### src/tti_pkg.sv
// Package: register layout, field positions and timing constants for the trigger input conditioner
package tti_pkg;
    localparam logic [11:0] ADDR_SLAVE_MODE_CONTROL = 12'h008;
    localparam logic [11:0] ADDR_TRIGGER_STATUS     = 12'h00C;
    localparam logic [15:0] SMC_RESET               = 16'h0000;
    localparam int          SFS_LSB                 = 0;
    localparam int          TSS_LSB                 = 4;
    localparam int          MSS_BIT                 = 7;
    localparam int          ETF_LSB                 = 8;
    localparam int          ETP_LSB                 = 12;
    localparam int          ECM2_BIT                = 14;
    localparam int          EXT_TRIGGER_POLARITY_BIT               = 15;
    localparam logic [2:0]  SFS_EXT_CLOCK_MODE1     = 3'h7;
    localparam logic [2:0]  TSS_EXT_TRIGGER         = 3'h7;
    localparam logic [3:0]  ETF_OFF                 = 4'h0;
    localparam logic [31:0] PSLVERR_DATA            = 32'h0000_0000;
    localparam int          CLK_HZ                  = 50000000;
endpackage

### src/tti_sync.sv
// Two-flop synchroniser for one asynchronous level
`timescale 1ns/1ps
module tti_sync (
    input  wire logic CLK,
    input  wire logic RST_N,
    input  wire logic d,
    output logic      q
);
    logic stage1;

    always_ff @(posedge CLK or negedge RST_N) begin
        if (!RST_N) begin
            stage1 <= 1'b0;
            q      <= 1'b0;
        end else begin
            stage1 <= d;
            q      <= stage1;
        end
    end
endmodule // tti_sync

### src/tti_filter.sv
// Digital filter: sample at CLK/div, output moves after len agreeing samples
`timescale 1ns/1ps
module tti_filter (
    input  wire logic       CLK,
    input  wire logic       RST_N,
    input  wire logic [3:0] cfg,
    input  wire logic       d,
    output logic            q
);
    logic [5:0] div;
    logic [3:0] len;
    logic [4:0] pre;
    logic [3:0] cnt;
    logic       tick;

    // ---------------------------------------------------------------
    // Code decode
    // ---------------------------------------------------------------
    always_comb begin
        case (cfg)
            4'h0:    begin div = 6'h01; len = 4'h1; end
            4'h1:    begin div = 6'h01; len = 4'h2; end
            4'h2:    begin div = 6'h01; len = 4'h4; end
            4'h3:    begin div = 6'h01; len = 4'h8; end
            4'h4:    begin div = 6'h02; len = 4'h6; end
            4'h5:    begin div = 6'h02; len = 4'h8; end
            4'h6:    begin div = 6'h04; len = 4'h6; end
            4'h7:    begin div = 6'h04; len = 4'h8; end
            4'h8:    begin div = 6'h08; len = 4'h6; end
            4'h9:    begin div = 6'h08; len = 4'h8; end
            4'hA:    begin div = 6'h10; len = 4'h5; end
            4'hB:    begin div = 6'h10; len = 4'h6; end
            4'hC:    begin div = 6'h10; len = 4'h8; end
            4'hD:    begin div = 6'h20; len = 4'h5; end
            4'hE:    begin div = 6'h20; len = 4'h6; end
            default: begin div = 6'h20; len = 4'h8; end
        endcase
    end

    // Sample strobe; the dead-time sample clock equals CLK here
    assign tick = (pre >= 5'(div - 6'h01));

    always_ff @(posedge CLK or negedge RST_N) begin
        if (!RST_N) begin
            pre <= 5'h00;
        end else if (tick) begin
            pre <= 5'h00;
        end else begin
            pre <= pre + 5'h01;
        end
    end

    always_ff @(posedge CLK or negedge RST_N) begin
        if (!RST_N) begin
            cnt <= 4'h0;
            q   <= 1'b0;
        end else if (tick) begin
            if (d == q) begin
                cnt <= 4'h0;
            end else if (cnt + 4'h1 >= len) begin
                cnt <= 4'h0;
                q   <= d;
            end else begin
                cnt <= cnt + 4'h1;
            end
        end
    end
endmodule // tti_filter

### src/tti_top.sv
// Top: APB slave-mode control register, trigger select and external trigger conditioning
`timescale 1ns/1ps
module tti_top (
    input  wire logic        CLK,
    input  wire logic        RST_N,
    input  wire logic        PSEL,
    input  wire logic        PENABLE,
    input  wire logic        PWRITE,
    input  wire logic [11:0] PADDR,
    input  wire logic [31:0] PWDATA,
    output logic      [31:0] PRDATA,
    output logic             PREADY,
    output logic             PSLVERR,
    input  wire logic        EXT_TRIGGER_PIN,
    input  wire logic        TIMER_INSTANCE_FIFTEEN,
    input  wire logic        INTERNAL_TRIGGER_1,
    input  wire logic        TIMER_INSTANCE_THREE,
    input  wire logic        TIMER_INSTANCE_SEVENTEEN,
    input  wire logic        CH1_EDGE_DETECT,
    input  wire logic        CH1_FILTERED_INPUT,
    input  wire logic        CH2_FILTERED_INPUT,
    output logic             TRIGGER_INPUT,
    output logic             EXT_TRIGGER_FILTERED,
    output logic             EXT_CLOCK_TICK,
    output logic [2:0]       SLAVE_FUNCTION_SELECT,
    output logic             MASTER_SLAVE_SYNC_ENABLE
);
    logic [15:0] slave_mode_control;
    logic        pin_sync;
    logic        pol_level;
    logic        pol_prev;
    logic [2:0]  pre_cnt;
    logic        ext_trigger_prescaled;
    logic        filt_q;
    logic        next_trigger;
    logic        clk_src;
    logic        clk_src_prev;
    logic        wr_en;
    logic        rd_en;
    logic [2:0]  tss;
    logic [1:0]  etp;
    logic        ecm1;
    logic        ecm2;

    // ---------------------------------------------------------------
    // APB register access
    // ---------------------------------------------------------------
    // Zero wait states: PREADY is high from the first clock after reset, access completes in the access phase
    assign wr_en = PSEL && PENABLE && PWRITE;
    assign rd_en = PSEL && !PENABLE && !PWRITE;

    always_ff @(posedge CLK or negedge RST_N) begin
        if (!RST_N) begin
            slave_mode_control <= tti_pkg::SMC_RESET;
        end else if (wr_en && PADDR == tti_pkg::ADDR_SLAVE_MODE_CONTROL) begin
            slave_mode_control <= PWDATA[15:0];
        end
    end

    // Read data is registered in the setup phase so it is valid in the access phase
    always_ff @(posedge CLK or negedge RST_N) begin
        if (!RST_N) begin
            PRDATA  <= tti_pkg::PSLVERR_DATA;
            PSLVERR <= 1'b0;
            PREADY  <= 1'b0;
        end else begin
            PREADY <= 1'b1;
            if (PSEL && !PENABLE) begin
                if (PADDR == tti_pkg::ADDR_SLAVE_MODE_CONTROL) begin
                    PRDATA  <= {16'h0000, slave_mode_control};
                    PSLVERR <= 1'b0;
                end else if (PADDR == tti_pkg::ADDR_TRIGGER_STATUS && rd_en) begin
                    PRDATA  <= {29'h0000_0000, EXT_TRIGGER_FILTERED, ext_trigger_prescaled, TRIGGER_INPUT};
                    PSLVERR <= 1'b0;
                end else if (PADDR == tti_pkg::ADDR_TRIGGER_STATUS) begin
                    PRDATA  <= tti_pkg::PSLVERR_DATA;
                    PSLVERR <= 1'b1;
                end else begin
                    PRDATA  <= tti_pkg::PSLVERR_DATA;
                    PSLVERR <= 1'b1;
                end
            end
        end
    end

    assign tss  = slave_mode_control[tti_pkg::TSS_LSB +: 3];
    assign etp  = slave_mode_control[tti_pkg::ETP_LSB +: 2];
    assign ecm1 = slave_mode_control[tti_pkg::SFS_LSB +: 3] == tti_pkg::SFS_EXT_CLOCK_MODE1;
    assign ecm2 = slave_mode_control[tti_pkg::ECM2_BIT];

    always_ff @(posedge CLK or negedge RST_N) begin
        if (!RST_N) begin
            SLAVE_FUNCTION_SELECT    <= 3'h0;
            MASTER_SLAVE_SYNC_ENABLE <= 1'b0;
        end else begin
            SLAVE_FUNCTION_SELECT    <= slave_mode_control[tti_pkg::SFS_LSB +: 3];
            MASTER_SLAVE_SYNC_ENABLE <= slave_mode_control[tti_pkg::MSS_BIT];
        end
    end

    // ---------------------------------------------------------------
    // External trigger path
    // ---------------------------------------------------------------
    tti_sync u_pin_sync (
        .CLK   (CLK),
        .RST_N (RST_N),
        .d     (EXT_TRIGGER_PIN),
        .q     (pin_sync)
    );

    assign pol_level = pin_sync ^ slave_mode_control[tti_pkg::EXT_TRIGGER_POLARITY_BIT];

    // Prescaler toggles its output on active edges; divide by 2 needs one toggle per edge.
    // Input above a quarter of CLK cannot be resolved after synchronisation.
    always_ff @(posedge CLK or negedge RST_N) begin
        if (!RST_N) begin
            pol_prev              <= 1'b0;
            pre_cnt               <= 3'h0;
            ext_trigger_prescaled <= 1'b0;
        end else begin
            pol_prev <= pol_level;
            if (etp == 2'h0) begin
                ext_trigger_prescaled <= pol_level;
                pre_cnt               <= 3'h0;
            end else if (pol_level && !pol_prev) begin
                pre_cnt <= pre_cnt + 3'h1;
                case (etp)
                    2'h1:    ext_trigger_prescaled <= ~ext_trigger_prescaled;
                    2'h2:    if (pre_cnt[0]) ext_trigger_prescaled <= ~ext_trigger_prescaled;
                    default: if (pre_cnt[1:0] == 2'h3) ext_trigger_prescaled <= ~ext_trigger_prescaled;
                endcase
            end
        end
    end

    tti_filter u_filter (
        .CLK   (CLK),
        .RST_N (RST_N),
        .cfg   (slave_mode_control[tti_pkg::ETF_LSB +: 4]),
        .d     (ext_trigger_prescaled),
        .q     (filt_q)
    );

    always_ff @(posedge CLK or negedge RST_N) begin
        if (!RST_N) begin
            EXT_TRIGGER_FILTERED <= 1'b0;
        end else begin
            EXT_TRIGGER_FILTERED <= filt_q;
        end
    end

    // ---------------------------------------------------------------
    // Trigger source selection
    // ---------------------------------------------------------------
    // Internal triggers and channel signals come from this clock domain
    always_comb begin
        case (tss)
            3'h0:    next_trigger = TIMER_INSTANCE_FIFTEEN;
            3'h1:    next_trigger = INTERNAL_TRIGGER_1;
            3'h2:    next_trigger = TIMER_INSTANCE_THREE;
            3'h3:    next_trigger = TIMER_INSTANCE_SEVENTEEN;
            3'h4:    next_trigger = CH1_EDGE_DETECT;
            3'h5:    next_trigger = CH1_FILTERED_INPUT;
            3'h6:    next_trigger = CH2_FILTERED_INPUT;
            default: next_trigger = filt_q;
        endcase
    end

    // Mode 2 overrides mode 1's source; selection changes with the slave disabled
    assign clk_src = ecm2 ? filt_q : next_trigger;

    always_ff @(posedge CLK or negedge RST_N) begin
        if (!RST_N) begin
            TRIGGER_INPUT  <= 1'b0;
            clk_src_prev   <= 1'b0;
            EXT_CLOCK_TICK <= 1'b0;
        end else begin
            TRIGGER_INPUT  <= next_trigger;
            clk_src_prev   <= clk_src;
            EXT_CLOCK_TICK <= (ecm1 || ecm2) && clk_src && !clk_src_prev;
        end
    end
endmodule // tti_top

### config.mk
export PLATFORM = sky130hd
export DESIGN_NAME = tti_top
export DESIGN_NICKNAME = d
export VERILOG_FILES = /design/src/tti_pkg.sv /design/src/tti_sync.sv /design/src/tti_filter.sv /design/src/tti_top.sv
export SDC_FILE = /design/constraint.sdc
export NUM_CORES = 1
export LEC_CHECK = 0
export BUFFER_PORTS_ARGS = -buffer_cell sky130_fd_sc_hd__buf_2
export CORE_UTILIZATION = 30
export CTS_CLUSTER_SIZE = 30
export DETAILED_ROUTE_END_ITERATION = 6
export GPL_TIMING_DRIVEN = 0
export SLEW_MARGIN = 15
export SYNTH_ARGS = -nofsm -noshare
export SYNTH_HDL_FRONTEND = slang
export SYNTH_SLANG_ARGS = --single-unit
### constraint.sdc
create_clock -name CLK -period 4.3 [get_ports CLK]
set_clock_uncertainty 0.05 [all_clocks]
set_input_delay 0.43 -clock CLK [delete_from_list [all_inputs] [get_ports CLK]]
set_output_delay 0.43 -clock CLK [all_outputs]
set_load 0.02 [all_outputs]
**After elaboration in Yosys (flattened, before gate mapping)**

Memory sizes are Yosys's and may differ from the RTL's.
Cells that the tools add are included.

- Register bits after elaboration: 75
- Latch bits: 0
- Memory bits (writable): 0
- Bits in read-only memories: 160
- Input bits: 57
- Output and inout port bits: 41
- Logic and storage cells: 78
- Memories: 1

Memories:

| memory | words | bits a word | read ports | clocked after memory_dff | wr ports | RTL line | text |
|---|---|---|---|---|---|---|---|
| (no name shown) | 16 | 10 | 1 | 0 | 0 | tti_filter.sv:20 | `case (cfg)` |

- Add/sub/neg operators: 4
- Multiply operators: 0
- Divide/modulo/power cells: 0
- Order comparisons: 2
- Eq/ne operators: 14
- Shifts and indexed selects: 0
- Mux-type cells: 16
- Bitwise gates (word level): 3
- Reductions and logical operators: 20

Operator list:

| cell | count |
|---|---|
| $mux W32 | 1 |
| $eq A12 B4 Y1 const B | 2 |
| $eq A3 B3 Y1 const B | 4 |
| $logic_and A1 B1 Y1 | 9 |
| $mux W3 | 3 |
| $mux W4 | 2 |
| $mux W1 | 7 |
| $pmux W1 S7 | 1 |
| $eq A3 B2 Y1 const B | 2 |
| $reduce_and A3 Y1 | 2 |
| $add A5 B1 Y5 const B | 1 |
| $ge A5 B5 Y1 | 1 |
| $mux W5 | 1 |
| $sub A5 B1 Y5 const B | 1 |
| $add A4 B1 Y4 const B | 1 |
| $eq A2 B2 Y1 const B | 2 |
| $ge A4 B4 Y1 | 1 |
| $logic_not A1 Y1 | 4 |
| $reduce_bool A4 Y1 | 1 |
| $add A3 B1 Y3 const B | 1 |
| $eq A3 B1 Y1 const B | 1 |
| $logic_not A3 Y1 | 1 |
| $ne A3 B3 Y1 const B | 1 |
| $eq A2 B1 Y1 const B | 1 |
| other kinds (7) | 8 |

**Logic depth before layout (Yosys ltp)**

Gate-level depths: netlist (run 1).

- Word-level depth: 6
- Gate-level depth with buffers: 11
- Gate-level depth less buffers: 11

**Hierarchy**

Synthesis (run 1) repeated with hierarchy kept, for this count alone.

- Cell total of the unflattened synthesis: 249
- Area total of the unflattened synthesis: 2972.9 µm²

By module, submodules not included:

| module | instances | cells an instance | area an instance (µm²) | seq. area each (µm²) |
|---|---|---|---|---|
| tti_top | 1 | 146 | 2003.2 | 1151.1 |
| tti_filter | 1 | 101 | 919.6 | 250.2 |
| tti_sync | 1 | 2 | 50.0 | 50.0 |

**Least setup slack after synthesis (run 1)**

Ideal clock, no wire load.

- Path kind: register to register
- From: register slave_mode_control[10]
- To: register u_filter.q
- Library setup time: 125 ps
- Data arrival time: 2589 ps
- Data required time: 4125 ps
- Path slack: 1537 ps
- Stages on the path, launching flop included: 11
- Buffers on the path: 1
- Clock period less this slack: 2763 ps
- Cell sequence: dfrtp_1 -> clkbuf_1 -> or2_2 -> ha_1 -> xor2_1 -> ha_1 -> a21o_1 -> a31oi_1 -> o21a_1 -> nor4_1 -> mux2_2

- Longest elaborated chain between the ends: 4
- Elaborated cells on any way between the ends: 5
- Those cells by class: add/sub (1); order compare (2); reduce/logical (1); memory (1)

Ends and longest elaborated chain:

| what | RTL line | text |
|---|---|---|
| start: declaration | tti_top.sv:28 | `logic [15:0] slave_mode_control;` |
| start signal: assignment | tti_top.sv:54 | `slave_mode_control <= tti_pkg::SMC_RESET;` |
| start signal: assignment | tti_top.sv:56 | `slave_mode_control <= PWDATA[15:0];` |
| $mem_v2 Z16 W10 * | -- |  |
| $sub A5 B1 Y5 | tti_filter.sv:41 | `assign tick = (pre >= 5'(div - 6'h01));` |
| $ge A5 B5 Y1 | tti_filter.sv:41 |  |
| $reduce_and A3 Y1 (no source line) * | -- |  |
| end signal: assignment | tti_filter.sv:56 | `q <= 1'b0;` |
| end signal: assignment | tti_filter.sv:62 | `q <= d;` |
| end: declaration | tti_filter.sv:8 | `output logic q` |

Every way passes the cells marked *; elsewhere a longest branch is shown, timed or not.
A chain may end at the register's enable or synchronous reset.

**Final worst setup path (run 1)**

Ends and elaborated chain as after synthesis.

==> results of run 1 <==
==> layout make-up <==
type	count	area, µm²
clock inverters	7	70.1
flip-flops and latches	58	1450
plain buffers	23	155
clock buffers	9	124
multi-input cells	176	1290
fillers	967	5670
repair buffers	65	328
well taps	129	161
inverters	10	37.5
==> power by group <==
group	internal [µW]	switching, µW	total, µW
clock	266	230	496
combinational	121	154	275
sequential	589	39.3	629
==> worst register-to-register path, cell delays in order, from the launching register on <==
cell and delay [ns]:
dfrtp_1 0.43, clkbuf_1 0.24, or2_2 0.35, ha_1 0.23, xor2_1 0.17, ha_1 0.29, a21o_1 0.11, a31oi_1 0.04
o21a_1 0.27, nor4_1 0.38, mux2_2 0.37
==> metal layers <==
layer  GRT usage  up-vias  routed length [µm]
li1            -     1040                   -
met5           0        -                   0
met4      0.0543        0                  87
met2       0.199       62                2720
met1       0.160      987                2740
met3      0.0397       10                 418
==> worst max-delay path by stage <==
stage / slack [ns] / endpoint / start
3_5_place_dp: 1.27 / u_filter.q$_DFFE_PN0P_ / slave_mode_control[10]$_DFFE_PN0P_
6_report: 1.26 / u_filter.q$_DFFE_PN0P_ / slave_mode_control[10]$_DFFE_PN0P_
5_1_grt: 1.00 / u_filter.q$_DFFE_PN0P_ / slave_mode_control[10]$_DFFE_PN0P_
3_3_place_gp: 1.29 / u_filter.q$_DFFE_PN0P_ / slave_mode_control[10]$_DFFE_PN0P_
4_1_cts: 1.26 / u_filter.q$_DFFE_PN0P_ / slave_mode_control[10]$_DFFE_PN0P_
2_1_floorplan: 1.54 / u_filter.q$_DFFE_PN0P_ / slave_mode_control[10]$_DFFE_PN0P_
==> cells by family after synthesis <==
family / Yosys count / synth area share
AND/OR/NAND/NOR: 63 / 0.115
flip-flops: 58 / 0.504
AO/OA/AOI/OAI: 50 / 0.119
buffers and inverters: 33 / 0.0670
adder cells (fa/ha/maj): 19 / 0.0826
multiplexers: 19 / 0.0852
XOR/XNOR: 8 / 0.0243
other: 2 / 0.00261
==> flip-flops by register name, summed over array words and instances (netlist names), 2 cells and up <==
name,cells
u_filter.pre,5
SLAVE_FUNCTION_SELECT,3
u_filter.cnt,4
slave_mode_control,16
PRDATA,16
pre_cnt,2
==> stage by stage <==
stage               hold WS (ns)  cells  utilization
global route               0.143    477        0.390
detailed placement         0.288    461        0.369
global placement           0.286    461        0.368
finish                     0.108    477        0.390
floorplan                 0.0844    267            -
CTS                        0.136    477        0.390
==> cell usage in the layout, fill, tap and decap left out, types with 2 or more instances in the layout <==
cell      instances
buf_2            65
dfrtp_1          58
nand2_1          23
buf_4            19
ha_1             19
conb_1           17
o21ai_0          15
mux2_2           14
a22o_1           12
nor2_1           11
inv_1            10
clkbuf_8          9
a21oi_1           7
nand3_1           5
nand2b_1          5
clkbuf_1          4
xnor2_1           4
xor2_1            4
a22oi_1           4
o21a_1            3
nor4_1            3
nor3_1            3
clkinv_2          3
mux2i_1           2
mux4_1            2
or3_1             2
a31oi_1           2
nor2b_1           2
nor4b_2           2
clkinv_4          2
==> flow_metrics.py, run 1 <==
metrics = {
    "drt": {
        "drc": 0,
        "dr.pass1.iters": 4,
        "drt_iter0_drc": 62,
        "vias": 2099,
        "wirelength_um": 5970,
        "wire_per_inst_um": 12.5,
        "postRouteAntennaNets": 0,
        "vias_per_cell": 4.40,
    },
    "synthesis": {
        "synth.most_common_cell": "dfrtp_1",
        "synthFlopType": "dfrtp_1",
        "synthDistinctLibCells": 42,
        "synth_top_cell_by_area": "dfrtp_1",
        "synth.cells.most_frequent": "58 x dfrtp_1, 23 x nand2_1, 19 x ha_1",
        "synth_warnings": 0,
        "synth.avg_cell_area_um2": 11.4,
        "yosysSeqAreaShare": 0.504,
        "synth_top_area_share": 0.504,
        "syn-instance-count": 252,
        "synth_enable_flop_cells": 0,
        "synthTopCellsByArea": "dfrtp_1 50%, ha_1 8.3%, mux2_2 5.5%, buf_4 4.7%, a22o_1 3.7%",
        "ys_ff_latch": 58,
        "synthesis.area_mm2": 0.00288,
        "async_flop_share": 1.00,
    },
    "clock_tree": {
        "clock_path_buffers": 2,
        "root_buffer": "clkbuf_8",
        "clock_latency_ns": 0.33,
        "cts-hold-fix-buffers": 0,
        "cts_htree_levels": 3,
        "cts_tree": "built",
        "postCtsSetupBuffers": 0,
        "clkSlewWorstSetupHoldPaths_ns": 0.07,
        "cts.sinks": 58,
        "cts-buffers-inserted": 9,
        "post_cts_resized": 0,
    },
    "grt": {
        "grt_max_degree": 59,
        "antenna_found_initial": 0,
        "grt-ovfl-total": 0,
        "grt_pass1_wl_um": 9710,
        "track_usage": 0.127,
        "grt_pass1_vias": 2045,
    },
    "critical_path": {
        "crit_cells": 10,
        "crit_family": "simple AND/OR/NAND/NOR gates",
        "critPathMaxFanout": 10,
        "crit_buf_inv": 1,
        "cpPeakStageDelay_ns": 0.43,
        "r2r_start": "slave_mode_control[10]$_DFFE_PN0P_",
        "criticalPathCategory": "reg2reg",
        "r2r-end": "u_filter.q$_DFFE_PN0P_",
        "worstPathArrival_ns": 3.21,
        "cp_common_cell": "ha_1",
        "startpoint_type": "flop",
        "path_cells": "clkbuf_1 -> or2_2 -> ha_1 -> xor2_1 -> ha_1 -> a21o_1 -> a31oi_1 -> o21a_1 -> nor4_1 -> mux2_2",
        "crit_slowest_cell": "dfrtp_1",
        "crit_required_ns": 4.47,
        "reg2reg_depth": 10,
        "critPathCaptureType": "flop",
        "regToRegSetupSlack_ns": 1.26,
    },
    "timing": {
        "slew_headroom": 0.502,
        "min_period_ns": 3.04,
        "finalSetupViolCount": 0,
        "max_freq_mhz": 328,
        "rsz0062_at_grt": "false",
        "final.setup.tns_ns": 0,
        "worst_slew_pin_slew_ns": 0.747,
        "fin_ws_ns": 1.26,
        "slew_violations": 0,
        "min_period_over_period": 0.708,
        "finalHoldViolCount": 0,
    },
    "placed_design": {
        "dp_slack_ns": 1.27,
        "io_buffers": 65,
        "post_dp_cell_area_mm2": 0.00342,
        "gp_congestion": 0.746,
        "hpwl_um": 4440,
    },
    "power": {
        "ir_worst_vdd_mv": 0.130,
        "power.leakage_uw": 0.00190,
        "total_power_uw": 1400,
        "powerDensity_mw_per_mm2": 387,
    },
    "die": {
        "die_area_mm2": 0.00999,
        "die_x_um": 99.9,
        "die_h_um": 99.9,
        "ios": 98,
        "core-area_mm2": 0.00928,
        "num_rows": 35,
        "start_util": 0.310,
    },
    "final_layout": {
        "design_area_mm2": 0.00362,
        "nets": 419,
        "diodes": 0,
        "drive_above_1_share": 0.351,
        "area_growth_pct": 25.7,
    },
    "hold_path": {
        "hold_path.class": "in2async",
    },
    "flow_run": {
        "max_cap_violations": 0,
    },
    "run_status": {
        "outcome": "completed",
    },
}
Note: power is estimated with default switching activity, not from simulation.
==> run 2, diff against run 1 <==
==> constraint.sdc (replaced) <==
create_clock -name CLK -period 2.7 [get_ports CLK]
set_clock_uncertainty 0.05 [all_clocks]
set_input_delay 0.27 -clock CLK [delete_from_list [all_inputs] [get_ports CLK]]
set_output_delay 0.27 -clock CLK [all_outputs]
set_load 0.02 [all_outputs]
==> flow_metrics.py, run 2 (synthesis gave the netlist of run 1 again) <==
metrics = {
    "power": {
        "ir_worst_vdd_mv": 0.289,
        "power.leakage_uw": 0.00201,
        "powerDensity_mw_per_mm2": 659,
    },
    "critical_path": {
        "r2r_start": "slave_mode_control[9]$_DFFE_PN0P_",
        "worstPathArrival_ns": 2.83,
        "endpoint": "u_filter.q$_DFFE_PN0P_",
        "reg2reg_depth": 9,
        "critPathMaxFanout": 6,
        "cp-startpoint": "slave_mode_control[9]$_DFFE_PN0P_",
        "crit_required_ns": 2.86,
        "startpoint_type": "flop",
        "critPathCaptureType": "flop",
        "regToRegSetupSlack_ns": 0.03,
        "criticalPathCategory": "reg2reg",
        "r2r-end": "u_filter.q$_DFFE_PN0P_",
    },
    "grt": {
        "grt_pass1_wl_um": 9740,
        "grt_pass1_vias": 2097,
        "grt-ovfl-total": 0,
        "antenna_found_initial": 0,
        "grt_max_degree": 59,
        "track_usage": 0.127,
    },
    "die": {
        "start_util": 0.310,
        "die_x_um": 99.9,
        "num_rows": 35,
        "die_h_um": 99.9,
        "die_area_mm2": 0.00999,
        "ios": 98,
        "core-area_mm2": 0.00928,
    },
    "final_layout": {
        "final_cells": 492,
        "drive_above_1_share": 0.410,
        "diodes": 0,
        "reg_top3": "PRDATA x16, slave_mode_control x16, u_filter.pre x5",
        "area_growth_pct": 35.3,
        "layout_common_cells": "65 x buf_2, 55 x dfrtp_1, 32 x buf_4",
        "final_util": 0.419,
        "fillers": 935,
        "design_area_mm2": 0.00389,
        "final_common_cell": "buf_2",
        "nets": 434,
    },
    "drt": {
        "postRouteAntennaNets": 0,
        "vias_per_cell": 4.44,
        "wirelength_um": 6130,
        "drt_iter0_drc": 60,
        "vias": 2184,
        "dr.pass1.iters": 4,
        "wire_per_inst_um": 12.5,
        "drc": 0,
    },
    "placed_design": {
        "post_dp_cell_area_mm2": 0.00342,
        "io_buffers": 65,
        "hpwl_um": 4310,
        "dp_slack_ns": -0.149,
        "gp_congestion": 0.761,
        "place_inst": 461,
    },
    "clock_tree": {
        "cts.sinks": 58,
        "clock_latency_ns": 0.33,
        "clkSlewWorstSetupHoldPaths_ns": 0.07,
        "cts_htree_levels": 3,
        "root_buffer": "clkbuf_8",
        "cts_tree": "built",
        "clock_path_buffers": 2,
        "cts-buffers-inserted": 9,
    },
    "timing": {
        "min_period_ns": 2.67,
        "finalHoldViolCount": 0,
        "finalSetupViolCount": 0,
        "hold-worst-slack_ns": 0.0944,
        "slew_headroom": 0.498,
        "fin_ws_ns": 0.0292,
        "rsz0062_at_grt": "true",
        "worst_slew_pin_slew_ns": 0.752,
        "min_period_over_period": 0.989,
        "slew_violations": 0,
        "max_freq_mhz": 374,
    },
    "hold_path": {
        "hold_path.class": "in2reg",
    },
    "flow_run": {
        "max_cap_violations": 0,
    },
    "run_status": {
        "outcome": "completed",
    },
}
==> run 2: cell types whose count changed in the layout (fill, tap and decap cells not counted), moves of 2 or more <==
cell / delta
dfrtp_2: +3
or3_1: -2
dlygate4sd3_1: +2
clkbuf_8: +2
clkinv_4: -2
dfrtp_1: -3
bufinv_16: +2
or3_4: +2
buf_4: +13
==> run 2: critical path, stage by stage (launching register included) <==
cell     delay, ns
dfrtp_2       0.44
or3_4         0.39
ha_4          0.19
xor2_2        0.14
ha_1          0.31
a21o_1        0.14
a31oi_2       0.05
o21a_4        0.24
nor4_4        0.27
mux2_4        0.32
==> run 2: how the worst min path moves through the flow <==
stage / from / to / slack (ns) / cells past startpoint
global placement: u_pin_sync.stage1$_DFF_PN0_ / u_pin_sync.q$_DFF_PN0_ / 0.28 / 0
floorplan: RST_N / EXT_CLOCK_TICK$_DFF_PN0_ / -0.08 / 0
CTS: PWDATA[9] / slave_mode_control[9]$_DFFE_PN0P_ / 0.08 / 3
global route: PWDATA[5] / slave_mode_control[5]$_DFFE_PN0P_ / 0.10 / 2
detailed placement: u_pin_sync.stage1$_DFF_PN0_ / u_pin_sync.q$_DFF_PN0_ / 0.30 / 0
finish: PWDATA[9] / slave_mode_control[9]$_DFFE_PN0P_ / 0.09 / 3
==> run 2: power by group <==
group	leakage (µW)	internal (µW)	switching (µW)
Sequential	0.000756	939	64.0
Clock	0.000129	660	344
Combinational	0.00112	273	285
Total	0.00201	1870	693
==> run 2: final cells by class <==
type / instances / area, µm² / area share
buffer: 23 / 166 / 0.0427
clock buffer: 11 / 151 / 0.0389
clock inverter: 5 / 100 / 0.0257
inverter: 10 / 37.5 / 0.00964
multi-input combinational: 176 / 1380 / 0.353
sequential: 58 / 1460 / 0.374
tap: 129 / 161 / 0.0415
timing repair buffer: 80 / 445 / 0.114
==> run 2: routing by layer <==
layer	part of all wire	track usage	up-vias	wire, µm
met3	0.056	0.0425	8	344
met2	0.49	0.210	56	3000
met5	0	0	-	0
met4	0.012	0.0509	0	74
li1	-	-	1067	-
met1	0.44	0.154	1053	2710
==> run 2: repair_timing <==
action                     in CTS  in global routing
pin swaps                       4                 10
buffers inserted                3                 10
gates cloned                    0                  0
hold endpoints to repair       59                  0
setup endpoints to repair       4                  5
resized for setup              16                  6
hold buffers                    2                  0
==> run 2: metrics by stage <==
stage               setup TNS, ns  power (µW)
global route              -0.0280        2710
finish                          0        2560
global placement           -0.170        1440
floorplan                       0        1320
detailed placement         -0.260        1450
CTS                             0        2540
==> run 3, diff against run 2 <==
--- a/config.mk
+++ b/config.mk
@@ -10,6 +10,7 @@
 export CTS_CLUSTER_SIZE = 30
 export DETAILED_ROUTE_END_ITERATION = 6
 export GPL_TIMING_DRIVEN = 0
+export RECOVER_POWER = 25
 export SLEW_MARGIN = 15
 export SYNTH_ARGS = -nofsm -noshare
 export SYNTH_HDL_FRONTEND = slang
==> flow_metrics.py, run 3 (synthesis gave the netlist of run 1 again) <==
metrics = {
    "timing": {
        "finalHoldViolCount": 0,
        "slew_violations": 0,
        "min_period_ns": 2.67,
        "rsz0062_at_grt": "true",
        "finalSetupViolCount": 0,
        "slew_headroom": 0.0230,
        "worst_slew_pin_slew_ns": 1.47,
        "hold-worst-slack_ns": 0.0944,
        "min_period_over_period": 0.989,
        "final.setup.tns_ns": 0,
        "max_freq_mhz": 374,
    },
    "final_layout": {
        "nets": 434,
        "layout_common_cells": "55 x dfrtp_1, 52 x buf_2, 31 x buf_4",
        "drive_above_1_share": 0.375,
        "diodes": 0,
        "area_growth_pct": 34.7,
        "design_area_mm2": 0.00387,
        "final_util": 0.417,
        "final_cells": 492,
        "fillers": 939,
        "final_common_cell": "dfrtp_1",
        "reg_top3": "PRDATA x16, slave_mode_control x16, u_filter.pre x5",
    },
    "drt": {
        "drc": 0,
        "wirelength_um": 6130,
        "dr.pass1.iters": 4,
        "postRouteAntennaNets": 0,
        "drt_iter0_drc": 60,
        "vias_per_cell": 4.45,
        "vias": 2190,
        "wire_per_inst_um": 12.5,
    },
    "critical_path": {
        "startpoint_type": "flop",
        "critPathCaptureType": "flop",
        "crit_required_ns": 2.86,
        "endpoint": "u_filter.q$_DFFE_PN0P_",
        "criticalPathCategory": "reg2reg",
        "reg2reg_depth": 9,
        "worstPathArrival_ns": 2.83,
        "regToRegSetupSlack_ns": 0.03,
        "r2r-end": "u_filter.q$_DFFE_PN0P_",
        "critPathMaxFanout": 6,
        "cp-startpoint": "slave_mode_control[9]$_DFFE_PN0P_",
        "r2r_start": "slave_mode_control[9]$_DFFE_PN0P_",
    },
    "grt": {
        "grt-ovfl-total": 0,
        "track_usage": 0.127,
        "grt_max_degree": 59,
        "antenna_found_initial": 0,
        "grt_pass1_wl_um": 9740,
        "grt_pass1_vias": 2097,
    },
    "die": {
        "die_x_um": 99.9,
        "die_area_mm2": 0.00999,
        "start_util": 0.310,
        "core-area_mm2": 0.00928,
        "ios": 98,
        "num_rows": 35,
        "die_h_um": 99.9,
    },
    "power": {
        "power.leakage_uw": 0.00195,
        "ir_worst_vdd_mv": 0.288,
        "powerDensity_mw_per_mm2": 662,
    },
    "run_status": {
        "outcome": "completed",
    },
    "clock_tree": {
        "clkSlewWorstSetupHoldPaths_ns": 0.07,
        "cts_tree": "built",
        "cts_htree_levels": 3,
        "clock_latency_ns": 0.33,
        "clock_path_buffers": 2,
        "cts-buffers-inserted": 9,
        "cts.sinks": 58,
        "root_buffer": "clkbuf_8",
    },
    "placed_design": {
        "hpwl_um": 4310,
        "place_inst": 461,
        "io_buffers": 65,
        "post_dp_cell_area_mm2": 0.00342,
        "gp_congestion": 0.761,
    },
    "flow_run": {
        "max_cap_violations": 0,
    },
    "hold_path": {
        "hold_path.class": "in2reg",
    },
}
==> run 3: cell types whose count changed in the layout (fill, tap and decap cells not counted) <==
cell      previous run  this run
buf_2               65        52
clkbuf_2             0         1
clkbuf_1             3        16
buf_4               32        31
==> run 3: layer usage <==
metal,vias up,track usage,wire length (µm)
li1,1067,-,-
met1,1059,0.154,2710
met2,56,0.210,3010
met3,8,0.0425,342
met4,0,0.0509,74
met5,-,0,0
==> run 3: worst max-delay path, cell delays in order, from the launching register on <==
cell and delay (ns):
dfrtp_2 0.44, or3_4 0.39, ha_4 0.19, xor2_2 0.14, ha_1 0.31, a21o_1 0.14
a31oi_2 0.05, o21a_4 0.24, nor4_4 0.27, mux2_4 0.32
==> run 3: layout make-up <==
cell class                 instances  area, µm²  area share
buffer                            23        166      0.0429
clock buffer                      11        151      0.0391
clock inverter                     5        100      0.0258
inverter                          10       37.5     0.00969
multi-input combinational        176       1380       0.355
sequential                        58       1460       0.376
tap                              129        161      0.0417
timing repair buffer              80        427       0.110
==> run 3: worst min path at each step <==
| stage | from | to | cells after the start |
|---|---|---|---|
| 6_report | PWDATA[9] | slave_mode_control[9]$_DFFE_PN0P_ | 3 |
| 5_1_grt | PWDATA[5] | slave_mode_control[5]$_DFFE_PN0P_ | 2 |
| 4_1_cts | PWDATA[9] | slave_mode_control[9]$_DFFE_PN0P_ | 3 |
| 3_5_place_dp | u_pin_sync.stage1$_DFF_PN0_ | u_pin_sync.q$_DFF_PN0_ | 0 |
| 3_3_place_gp | u_pin_sync.stage1$_DFF_PN0_ | u_pin_sync.q$_DFF_PN0_ | 0 |
| 2_1_floorplan | RST_N | EXT_CLOCK_TICK$_DFF_PN0_ | 0 |
==> run 3: repair_timing <==
item                                    4_1_cts  5_1_grt
cloned                                        0        0
hold buffers                                  2        0
gates resized for setup                      16        6
endpoints found under the setup margin        4        5
pin swaps                                     4       10
buffers inserted                              3       10
hold endpoints to repair                     59        0
==> run 3: per-stage QoR <==
step | total power, µW | worst slack (ns)
final | 2560 | 0.0286
after global routing | 2700 | -0.0280
after CTS | 2540 | 0.00808
after detailed placement | 1450 | -0.149
after global placement | 1440 | -0.140
after floorplan | 1320 | 0.0715
==> run 3: where the power goes <==
group          switching [µW]  internal [µW]
Clock                     344            660
Combinational             285            272
Sequential               64.0            939
